File: config.mk
export PLATFORM = sky130hd
export DESIGN_NAME = smtc_top
export DESIGN_NICKNAME = d
export VERILOG_FILES = /design/src/smtc_top.v /design/src/smtc_sync2.v
export VERILOG_INCLUDE_DIRS = /design/src /design/src/src
export SDC_FILE = /design/constraint.sdc
export NUM_CORES = 1
export LEC_CHECK = 0
export BUFFER_PORTS_ARGS = -buffer_cell sky130_fd_sc_hd__buf_2
export CORE_ASPECT_RATIO = 1.2
export CORE_MARGIN = 2
export CORE_UTILIZATION = 49
export DETAILED_ROUTE_END_ITERATION = 12
export PLACE_DENSITY = 0.91
export SKIP_LAST_GASP = 1
export SYNTH_ARGS = -nofsm -noshare
export SYNTH_HDL_FRONTEND = slang
export SYNTH_SLANG_ARGS = --single-unit
File: constraint.sdc
create_clock -name clk_i -period 3.3 [get_ports clk_i]
set_input_delay 0.66 -clock clk_i [delete_from_list [all_inputs] [get_ports clk_i]]
set_output_delay 0.66 -clock clk_i [all_outputs]
set_load 0.02 [all_outputs]
File: src/smtc_regs.vh
/*
 * Register offsets, field positions, reset values and timing counts for the
 * special-mode and factory-test control block.
 * Assumes a classic Wishbone slave with 8-bit data in the low byte lanes.
 */
`ifndef SMTC_REGS_VH
`define SMTC_REGS_VH

// =====================================================================
// Register byte addresses (16-bit bus space)
`define SMTC_ADDR_BAUD 16'h102b
`define SMTC_ADDR_TFR 16'h103e
`define SMTC_ADDR_MODE 16'h103c
`define SMTC_ADDR_PROT 16'h1039
`define SMTC_ADDR_STAT 16'h1040

// =====================================================================
// Test-function register fields
`define SMTC_TFR_ILOP 7
`define SMTC_TFR_CCO 5
`define SMTC_TFR_BYP 4
`define SMTC_TFR_RESET_DISABLE 3
`define SMTC_TFR_FCM 2
`define SMTC_TFR_FWD 1
`define SMTC_TFR_OVR 0
`define SMTC_TFR_WMASK 8'hbf
`define SMTC_TFR_RESET 8'h00

// Serial rate register test fields
`define SMTC_BAUD_CLR 7
`define SMTC_BAUD_CKT 6
`define SMTC_BAUD_TMASK 8'hc0

// Mode register fields
`define SMTC_MODE_BOOT 7
`define SMTC_MODE_SPECIAL_MODE_FLAG 6
`define SMTC_MODE_EXPB 5
`define SMTC_MODE_IRV 4

// =====================================================================
// Vector and memory ranges
`define SMTC_VEC_SPECIAL 16'hbfc0
`define SMTC_VEC_NORMAL 16'hffc0
`define SMTC_BOOT_LO 16'hbf40
`define SMTC_BOOT_HI 16'hbfff
`define SMTC_ROM_LO 16'he000

// Protection window after reset, in E-clock cycles
`define SMTC_PROT_CYCLES 64

`endif

File: src/smtc_top.v
/*
 * Special-mode privilege and factory-test control: mode capture at reset,
 * vector relocation, privilege flag, test-function register, serial-rate
 * test bits and the gating of watchdog and clock-monitor resets.
 * Assumes a classic Wishbone master, one clock (the E clock) and that the
 * watchdog, clock monitor, timer and serial blocks live outside.
 */
// Implementation choice: the Wishbone interface to the registers.
`include "smtc_regs.vh"

// How it works
// - Mode pin low at reset: special, vectors BFC0
// - Bootstrap mode maps boot ROM BF40-BFFF
// - Special test: reset vector always external
// - Special flag set at reset; gates test functions
// - Boot/expansion bits free; flag, visibility clear-only
// - Configuration programming only while flag set
// - Time protection lifted in special modes
// - Test register reads zero, ignores writes normally
// - Test register layout; reset disable resets 1
// - Test bits writable only while flag set
// - Illegal-opcode test: consecutive cycles, address counts down
// - Condition-code output drives port A 7-3
// - Condition-code output removes internal ROM
// - Timer bypass splits timer, E clock direct
// - Reset disable blocks resets; forced 0 normally
// - Forced clock-monitor fail resets if enabled
// - Forced watchdog timeout resets if enabled
// - Override maps ROM, EEPROM, enables watchdog
// - Baud test bits special-only, cleared, read 0
// - Baud chain clear write resets counter chain
// - Baud clock test drives xor onto port D
module smtc_top #(
    parameter PROT_CYCLES = `SMTC_PROT_CYCLES
) (
    // Clock and reset
    input wire clk_i,
    input wire rst_i,
    // Wishbone slave
    input wire wb_cyc_i,
    input wire wb_stb_i,
    input wire wb_we_i,
    input wire [15:0] wb_adr_i,
    input wire [7:0] wb_dat_i,
    input wire wb_sel_i,
    output reg [7:0] wb_dat_o,
    output reg wb_ack_o,
    output reg wb_err_o,
    // Mode pins
    input wire mode_select_b_pin_i,
    input wire mode_select_a_pin_i,
    // Configuration and neighbour status
    input wire rom_enable_config_i,
    input wire eeprom_enable_config_i,
    input wire watchdog_disable_config_i,
    input wire clock_monitor_enable_i,
    input wire watchdog_timeout_i,
    input wire clock_monitor_fail_i,
    input wire [4:0] ccr_flags_i,
    input wire [7:0] port_a_normal_i,
    input wire illegal_opcode_seen_i,
    input wire rx_clock_16x_i,
    input wire tx_clock_i,
    input wire port_d_line_one_normal_i,
    input wire [15:0] addr_bus_i,
    // Mode outputs
    output reg special_mode_flag_o,
    output reg boot_rom_enable_o,
    output reg expansion_bus_mode_bit_o,
    output reg internal_read_visibility_o,
    output wire [15:0] vector_base_o,
    output wire boot_rom_map_o,
    output wire reset_vector_external_o,
    output wire config_write_enable_o,
    output wire time_protect_lift_o,
    output wire prot_window_open_o,
    // Test function outputs
    output wire illegal_opcode_test_o,
    output wire instruction_start_pin_o,
    output reg [15:0] test_addr_o,
    output reg test_addr_drive_o,
    output wire [7:0] port_a_o,
    output wire internal_rom_map_o,
    output wire eeprom_map_o,
    output wire watchdog_enable_o,
    output wire timer_chain_bypass_o,
    output wire system_reset_req_o,
    output reg forced_cm_reset_o,
    output reg forced_wd_reset_o,
    output reg baud_chain_clear_o,
    output wire port_d_line_one_o
);
    reg [7:0] tfr_q;
    reg baud_ckt_q;
    reg [6:0] prot_cnt_q;
    reg capt_q;
    reg special_test_q;
    reg [15:0] addr_cnt_q;
    wire mode_select_b_pin_s;
    wire moda_s;
    wire acc;
    wire wr;
    wire hit_tfr;
    wire hit_baud;
    wire hit_mode;
    wire hit_prot;
    wire hit_stat;
    wire cco;
    wire ovr;
    wire reset_disable;

    // =================================================================
    // Pin synchronisers
    smtc_sync2 u_sync_b (
        .clk_i(clk_i),
        .rst_i(rst_i),
        .d_i(mode_select_b_pin_i),
        .q_o(mode_select_b_pin_s)
    );

    smtc_sync2 u_sync_a (
        .clk_i(clk_i),
        .rst_i(rst_i),
        .d_i(mode_select_a_pin_i),
        .q_o(moda_s)
    );

    // =================================================================
    // Bus decode; one-cycle ack, unmapped addresses answer with err
    function match;
        input [15:0] a;
        input [15:0] r;
        begin
            match = (a == r);
        end
    endfunction

    assign acc = wb_cyc_i & wb_stb_i & ~wb_ack_o & ~wb_err_o;
    assign hit_tfr = match(wb_adr_i, `SMTC_ADDR_TFR);
    assign hit_baud = match(wb_adr_i, `SMTC_ADDR_BAUD);
    assign hit_mode = match(wb_adr_i, `SMTC_ADDR_MODE);
    assign hit_prot = match(wb_adr_i, `SMTC_ADDR_PROT);
    assign hit_stat = match(wb_adr_i, `SMTC_ADDR_STAT);
    assign wr = acc & wb_we_i & wb_sel_i;

    assign cco = tfr_q[`SMTC_TFR_CCO];
    assign ovr = tfr_q[`SMTC_TFR_OVR];
    assign reset_disable = tfr_q[`SMTC_TFR_RESET_DISABLE];

    // =================================================================
    // Mode capture: the pin is sampled in the first cycle after reset
    // release, once the synchroniser holds the real level
    always @(posedge clk_i)
    begin
        if (rst_i)
        begin
            capt_q <= 1'b0;
            special_mode_flag_o <= 1'b0;
            boot_rom_enable_o <= 1'b0;
            expansion_bus_mode_bit_o <= 1'b0;
            internal_read_visibility_o <= 1'b0;
            special_test_q <= 1'b0;
        end
        else if (!capt_q)
        begin
            capt_q <= 1'b1;
            special_mode_flag_o <= ~mode_select_b_pin_s;
            boot_rom_enable_o <= ~mode_select_b_pin_s & ~moda_s;
            expansion_bus_mode_bit_o <= moda_s;
            internal_read_visibility_o <= ~mode_select_b_pin_s;
            special_test_q <= ~mode_select_b_pin_s & moda_s;
        end
        else if (wr && hit_mode && special_mode_flag_o)
        begin
            // Free bits follow the write; flag and visibility only clear
            boot_rom_enable_o <= wb_dat_i[`SMTC_MODE_BOOT];
            expansion_bus_mode_bit_o <= wb_dat_i[`SMTC_MODE_EXPB];
            special_mode_flag_o <= wb_dat_i[`SMTC_MODE_SPECIAL_MODE_FLAG];
            internal_read_visibility_o <= internal_read_visibility_o
                & wb_dat_i[`SMTC_MODE_IRV];
        end
    end

    // Vector placement and boot ROM map
    assign vector_base_o = special_mode_flag_o ? `SMTC_VEC_SPECIAL
        : `SMTC_VEC_NORMAL;
    assign boot_rom_map_o = special_mode_flag_o & boot_rom_enable_o;
    assign reset_vector_external_o = special_test_q & special_mode_flag_o;
    assign config_write_enable_o = special_mode_flag_o;

    // =================================================================
    // Protection window counter for time-protected bits elsewhere
    always @(posedge clk_i)
    begin
        if (rst_i)
            prot_cnt_q <= 7'h00;
        else if (prot_cnt_q != PROT_CYCLES[6:0])
            prot_cnt_q <= prot_cnt_q + 7'h01;
    end

    assign prot_window_open_o = (prot_cnt_q != PROT_CYCLES[6:0]) | special_mode_flag_o;
    assign time_protect_lift_o = special_mode_flag_o;

    // =================================================================
    // Test-function register; cleared whenever the flag drops
    always @(posedge clk_i)
    begin
        if (rst_i)
            tfr_q <= `SMTC_TFR_RESET;
        else if (!capt_q)
            tfr_q <= {4'h0, ~mode_select_b_pin_s, 3'h0};
        else if (!special_mode_flag_o)
            tfr_q <= 8'h00;
        else if (wr && hit_tfr)
            tfr_q <= wb_dat_i & `SMTC_TFR_WMASK & 8'hf9;
    end

    // Forced resets fire on the write only, never held
    always @(posedge clk_i)
    begin
        if (rst_i)
        begin
            forced_cm_reset_o <= 1'b0;
            forced_wd_reset_o <= 1'b0;
        end
        else
        begin
            forced_cm_reset_o <= wr & hit_tfr & special_mode_flag_o
                & wb_dat_i[`SMTC_TFR_FCM] & clock_monitor_enable_i
                & ~reset_disable;
            forced_wd_reset_o <= wr & hit_tfr & special_mode_flag_o
                & wb_dat_i[`SMTC_TFR_FWD]
                & (~watchdog_disable_config_i | ovr) & ~reset_disable;
        end
    end

    // Reset disable masks every watchdog and clock-monitor source
    assign system_reset_req_o = ~reset_disable & (watchdog_timeout_i | clock_monitor_fail_i
        | forced_cm_reset_o | forced_wd_reset_o);

    // =================================================================
    // Configuration and memory map
    assign watchdog_enable_o = ovr | ~watchdog_disable_config_i;
    assign eeprom_map_o = ovr | eeprom_enable_config_i;
    assign internal_rom_map_o = ~cco & (ovr | rom_enable_config_i);

    // Port A: condition codes on bits 7-3 when enabled
    assign port_a_o = cco ? {ccr_flags_i, port_a_normal_i[2:0]}
        : port_a_normal_i;
    assign timer_chain_bypass_o = tfr_q[`SMTC_TFR_BYP];

    // =================================================================
    // Illegal-opcode test: after the first one the address counts down
    assign illegal_opcode_test_o = tfr_q[`SMTC_TFR_ILOP];
    assign instruction_start_pin_o = illegal_opcode_test_o & illegal_opcode_seen_i;

    always @(posedge clk_i)
    begin
        if (rst_i)
        begin
            addr_cnt_q <= 16'h0000;
            test_addr_o <= 16'h0000;
            test_addr_drive_o <= 1'b0;
        end
        else if (!illegal_opcode_test_o)
        begin
            test_addr_drive_o <= 1'b0;
            test_addr_o <= 16'h0000;
        end
        else if (!test_addr_drive_o)
        begin
            if (illegal_opcode_seen_i)
            begin
                test_addr_drive_o <= 1'b1;
                addr_cnt_q <= addr_bus_i - 16'h0001;
                test_addr_o <= addr_bus_i - 16'h0001;
            end
        end
        else
        begin
            addr_cnt_q <= addr_cnt_q - 16'h0001;
            test_addr_o <= addr_cnt_q - 16'h0001;
        end
    end

    // =================================================================
    // Serial-rate test bits; write-only, clear on leaving special mode
    always @(posedge clk_i)
    begin
        if (rst_i)
        begin
            baud_ckt_q <= 1'b0;
            baud_chain_clear_o <= 1'b0;
        end
        else
        begin
            baud_chain_clear_o <= wr & hit_baud & special_mode_flag_o
                & wb_dat_i[`SMTC_BAUD_CLR];
            if (!special_mode_flag_o)
                baud_ckt_q <= 1'b0;
            else if (wr && hit_baud)
                baud_ckt_q <= wb_dat_i[`SMTC_BAUD_CKT];
        end
    end

    // Xor of both serial clocks goes out for factory monitoring
    assign port_d_line_one_o = baud_ckt_q ? (rx_clock_16x_i ^ tx_clock_i)
        : port_d_line_one_normal_i;

    // =================================================================
    // Bus answer: read data registered alongside the ack
    always @(posedge clk_i)
    begin
        if (rst_i)
        begin
            wb_ack_o <= 1'b0;
            wb_err_o <= 1'b0;
            wb_dat_o <= 8'h00;
        end
        else
        begin
            wb_ack_o <= acc & (hit_tfr | hit_baud | hit_mode | hit_prot | hit_stat);
            wb_err_o <= acc & ~(hit_tfr | hit_baud | hit_mode | hit_prot | hit_stat);
            wb_dat_o <= 8'h00;
            if (acc && !wb_we_i)
            begin
                if (hit_tfr)
                    wb_dat_o <= special_mode_flag_o ? (tfr_q & 8'hbf) : 8'h00;
                else if (hit_mode)
                    wb_dat_o <= {boot_rom_enable_o, special_mode_flag_o,
                        expansion_bus_mode_bit_o, internal_read_visibility_o, 4'h0};
                else if (hit_stat)
                    wb_dat_o <= {5'h00, special_test_q, prot_window_open_o,
                        system_reset_req_o};
                // Serial-rate test bits have no read path and read zero
            end
        end
    end
endmodule // smtc_top

File: src/smtc_sync2.v
/*
 * Two-flip-flop synchroniser for one asynchronous level.
 * Assumes clk_i is the block clock and rst_i a synchronous reset.
 */
module smtc_sync2 (
    // Clock and reset
    input wire clk_i,
    input wire rst_i,
    // Level
    input wire d_i,
    output wire q_o
);
    reg meta_q;
    reg sync_q;

    // =================================================================
    // Only the second stage is ever read. The stages keep sampling through
    // reset, so the pin level has settled when reset lifts and the mode
    // capture reads it; clearing them here would always report special mode.
    always @(posedge clk_i)
    begin
        meta_q <= d_i;
        sync_q <= meta_q;
    end

    assign q_o = sync_q;
endmodule // smtc_sync2

# After elaboration in Yosys (flattened, before gate mapping)
# Index checks and enable logic that the tools add are counted.
# Widths: inputs -> output; s select.
# totals
regBits,69
latch_bits,0
mem_bits_rw,0
rom_bits,0
in_bits,71
out_inout_bits,71
elab_cells,119
n_memories,0
# op_classes
add_sub_neg,3
mul,0
div_mod_pow,0
order_cmp,0
n_eq_ne,8
n_shift,0
n_mux,23
n_bitwise,50
reduce_logical,12
# op_table
operator,count
$eq 16x13->1 const B,5
$mux 16,2
$mux 8,4
$sub 16x1->16 const B,2
$and 1x1->1,26
$mux 15,1
$mux 1,12
$mux 4,3
$not 1->1,12
$or 1x1->1,11
$add 7x1->7 const B,1
$ne 7x7->1 const B,1
$reduce_or 2->1,3
$logic_and 1x1->1,5
$mux 3,1
$ne 3x2->1 const B,1
$reduce_or 3->1,1
$ne 2x1->1 const B,1
$reduce_and 2->1,1
$reduce_bool 2->1,1
$logic_not 1->1,1
$xor 1x1->1,1

# Logic depth before layout (Yosys ltp)
# depth
depth_word,10
ltp_mapped,12
ltp_nobuf,7

# Cells and area by module
# A second synthesis with hierarchy kept.
# unflattened
cells_unflattened,411
area_unflattened_um2,3633.5
# by_module_without_submodules
module,n_inst,cells_each,area_per_inst_um2
smtc_top,1,407,3553.4
smtc_sync2,2,2,40.0

# Least setup slack after synthesis
# Ideal clock, no wire load.
# synth_path
path_type,flip-flop to flip-flop
start,register test_addr_drive_o
end,register test_addr_o[14]
setup_time_ps,125
arrival_ps,2976
setup_slack_ps,198
path_stages_with_launch,13
path_buffers,5
path_cell_list,dfxtp_1 buf_2 buf_6 clkbuf_1 buf_2 mux2i_1 ha_1 buf_2 nor4b_1 a31oi_2 nor3_1 mux2i_1 nand3_1
# synth_via
elab_chain_cells,1
elab_cells_between_ends,2
cone_classes,1 x mux; 1 x reduce/logical
# synth_rtl
element,line,rtl
"start, declared",smtc_top.v:81,"output reg test_addr_drive_o,"
"start signal, assigned",smtc_top.v:263,test_addr_drive_o <= 1'b0;
"start signal, assigned",smtc_top.v:267,test_addr_drive_o <= 1'b0;
"start signal, assigned",smtc_top.v:274,test_addr_drive_o <= 1'b1;
$mux 16 or $reduce_bool 2->1 (tied branches),-,
"end signal, assigned",smtc_top.v:276,test_addr_o <= addr_bus_i - 16'h0001;
"end signal, assigned",smtc_top.v:282,test_addr_o <= addr_cnt_q - 16'h0001;
"end, declared",smtc_top.v:80,"output reg [15:0] test_addr_o,"
# Parallel ways exist; a longest one is shown, timed or not.
# A chain may end at the register's enable or synchronous reset.

# Worst setup path after layout
# layout_path
start,register prot_cnt_q[0]
end,output port prot_window_open_o
# layout_via
elab_chain_cells,2
# layout_rtl
element,line,rtl
"start, declared",smtc_top.v:95,reg [6:0] prot_cnt_q;
"start signal, assigned",smtc_top.v:198,prot_cnt_q <= prot_cnt_q + 7'h01;
$ne 7x7->1,smtc_top.v:201,assign prot_window_open_o = (prot_cnt_q != PROT_CYCLES[6:0]) | special_mode_flag_o;
$or 1x1->1,smtc_top.v:201,
"end, declared",smtc_top.v:76,"output wire prot_window_open_o,"
# No other way between the ends.

==> results.ini <==
[routing]
antenna_left = 0
drt_iter0_markers = 135
wl_met1_um = 3409
drt_wl_total_um = 9466
wl_per_cell_um = 15.34
drc_errors = 0
dr.pass1.iters = 4
wl_met3_um = 688
dr.max_layer_used = met4
num_vias = 3426
wl_met2_um = 5172
via_per_inst = 5.553

[synth]
ys_types = 60
synthesis.area_um2 = 3633
ys_ff_latch = 69
async_flop_share_pct = 0
ys.flop_type = dfxtp_1
synthCells = 411
synth-edff-count = 0
ys_seq_area_share_pct = 38.02
yosys_warnings = 0
syn_avg_cell_area_um2 = 8.841

[worst_setup_path]
r2r-end = test_addr_o[14]
cp.required_ns = 2.64
path_cells = inv_1 > ha_1 > or4b_2 > nor3b_2 > nand2_1 > buf_2
slowest_delay_ns = 0.61
setup.worst_path.start_class = register
cp_slowest_cell = or4b_2
critPathKind = register to output port
r2r-start = test_addr_drive_o
r2r_setup_slack_ns = 0.70
cp_max_fo = 4
arrival_ns = 2.19
rr_worst_depth = 7
endpoint_kind = output port

[timing]
grt_setup_unrepaired = false
worst_pin_slew_ns = 0.7446
clock_skew_ns = 0.005783
fmax_mhz = 351.2
finalSetupViolCount = 0
drv_slew = 0
setup_ws_ns = 0.4522
fin_setup_tns_ns = 0
fin_crit_ns = 2.848
fin_crit_sh_pct = 86.30
timing.hold.ws_ns = 0.3334
max-slew-margin-rel_pct = 49.98
finalHoldViolCount = 0

[die]
die_w_um = 82.61
start_util_pct = 50.24
die_y_um = 98.33
io_pins = 142
placementRows = 34
die_area_um2 = 8123
core_area_um2 = 7232

[clock_tree]
numClockSinks = 69
postCtsSetupBuffers = 0
ctsHtreeMaxLevel = 3
clock_tree.buffer_depth = 2
cts_hold_buf = 0
root_buffer = clkbuf_8
cts_tree = done
cts_resized = 0
path_clk_slew_ns = 0.07
clock_latency_ns = 0.35
cts_buffers = 9

[min_path]
hold_depth = 0
hold_end = u_sync_b.q_o
hp-class = register to register
hp-start = u_sync_b.meta_q

[place]
preCtsSetupSlack_ns = 0.3936
place_inst = 601
hpwlAfterDp_um = 7229
globalplace.congestion = 0.8734
portBuffers = 120
placed_cell_area_um2 = 4187

[pwr]
p_per_area_nw_per_um2 = 384.8
ir_drop_mv = 0.2446
p_leak_nw = 1.895

[final_layout]
drive_above_1_share_pct = 32.07
syn2layout_area_growth_pct = 20.11
instances_no_fill = 617
num-fill-cells = 620
num_antenna_cells = 0
fin_nets = 596
final_area_um2 = 4364

[global_routing]
grt-ovfl-total = 0
antenna_found_initial = 0
grt_pass1_vias = 3306
track_usage_pct = 23.84
grt_max_degree = 44
grt_pass1_wl_um = 15030

[run_status]
status = completed

[run]
drv_cap = 0

-- critical path: cells and delay by family (launching register included) --
| family | cells | cell delay [ns] |
|---|---|---|
| fa+ha+maj | 1 | 0.15 |
| buf+inv | 2 | 0.27 |
| flops | 1 | 0.32 |
| simple gates | 3 | 1.09 |
-- flip-flops by register name, summed over array words and instances (netlist names), 5 cells and up --
signal and flops:
addr_cnt_q 16, test_addr_o 16, wb_dat_o 8, tfr_q 5
prot_cnt_q 7
-- cells in the mapped netlist (all sizes together), types with 7 or more instances --
cell	count	share of area, %
nand2	29	3.0
dfxtp	69	38
mux2	7	2.2
clkbuf	13	1.6
o21ai	21	2.9
nand3	20	2.8
xor2	10	2.4
mux2i	25	6.9
nor2	45	4.6
a211oi	8	1.8
a21oi	19	2.6
xnor2	13	3.1
nor4b	7	2.4
inv	10	1.0
nor4	8	2.1
nor3	15	2.1
buf	24	4.9
-- how the worst max path moves through the flow --
stage / from / to / cells after the start
final: prot_cnt_q[0] / prot_window_open_o / 6
after floorplan: test_addr_drive_o / test_addr_o[14] / 12
after global routing: prot_cnt_q[0] / prot_window_open_o / 6
after detailed placement: addr_bus_i[0] / test_addr_o[14] / 8
after global placement: addr_bus_i[0] / test_addr_o[14] / 8
after CTS: prot_cnt_q[0] / prot_window_open_o / 6
-- report_power, final --
group          switching (mW)  leakage, nW  total (mW)  internal [mW]
clock network           0.320       0.0921       0.630          0.310
logic                   0.117         1.24       0.196         0.0787
registers              0.0109        0.559       0.854          0.843
-- per-layer routing --
layer  up-vias  GRT usage [%]
met1      1625          23.84
met3        14          5.176
met5         -              0
li1       1634              -
met2       153          44.85
met4         0          11.10
-- layout make-up --
cell class                      count  area, um2  area share (%)
Clock buffer                       12      155.1           3.555
Clock inverter                      4      22.52          0.5161
Inverter                           10      37.54          0.8601
Multi-Input combinational cell    307       2017           46.22
Sequential cell                    69       1381           31.65
Tap cell                           90      112.6           2.580
Timing Repair Buffer              125      638.1           14.62
-- per-stage QoR --
step           util [%]  power (mW)
6_report          60.35       1.679
5_1_grt           60.35       1.740
4_1_cts           60.35       1.684
3_5_place_dp      57.89       1.066
3_3_place_gp      57.89       1.059
2_1_floorplan         -       1.007
-- cells in the final DEF, fill, tap and decap left out, types with 3 or more instances in the layout --
cell type  synthesis  final
a211oi_1           7      7
mux2i_1           25     25
nand4_1            3      3
mux2_2             7      7
xor2_1            10     10
ha_1               3      3
clkbuf_8           1     11
xnor2_1           13     13
and3_1             3      3
clkinv_2           0      3
or2_2              5      5
conb_1             2     15
dfxtp_1           69     69
nor2_1            45     45
nand2_1           29     29
a21oi_1           19     19
inv_1             10     10
o21ai_0           21     21
nand3_1           20     20
nor3_1            15     15
nor3b_1            4      4
nor4_1             5      5
o211ai_1           4      4
and2_1             6      6
nor4b_1            4      4
buf_2              3    120
nor2b_1            3      3
nand2b_1           5      5
buf_4             20      5
-- cells by family after synthesis --
| logic type | count (synthesis) | synth area share (%) |
|---|---|---|
| AO/OA/AOI/OAI | 68 | 11.95 |
| other | 2 | 0.2067 |
| adder cells (fa/ha/maj) | 3 | 1.033 |
| XOR/XNOR | 23 | 5.544 |
| multiplexers | 32 | 9.057 |
| AND/OR/NAND/NOR | 166 | 26.38 |
| flip-flops | 69 | 38.02 |
| buffers and inverters | 48 | 7.816 |
Note: power is estimated with default switching activity, not from simulation.
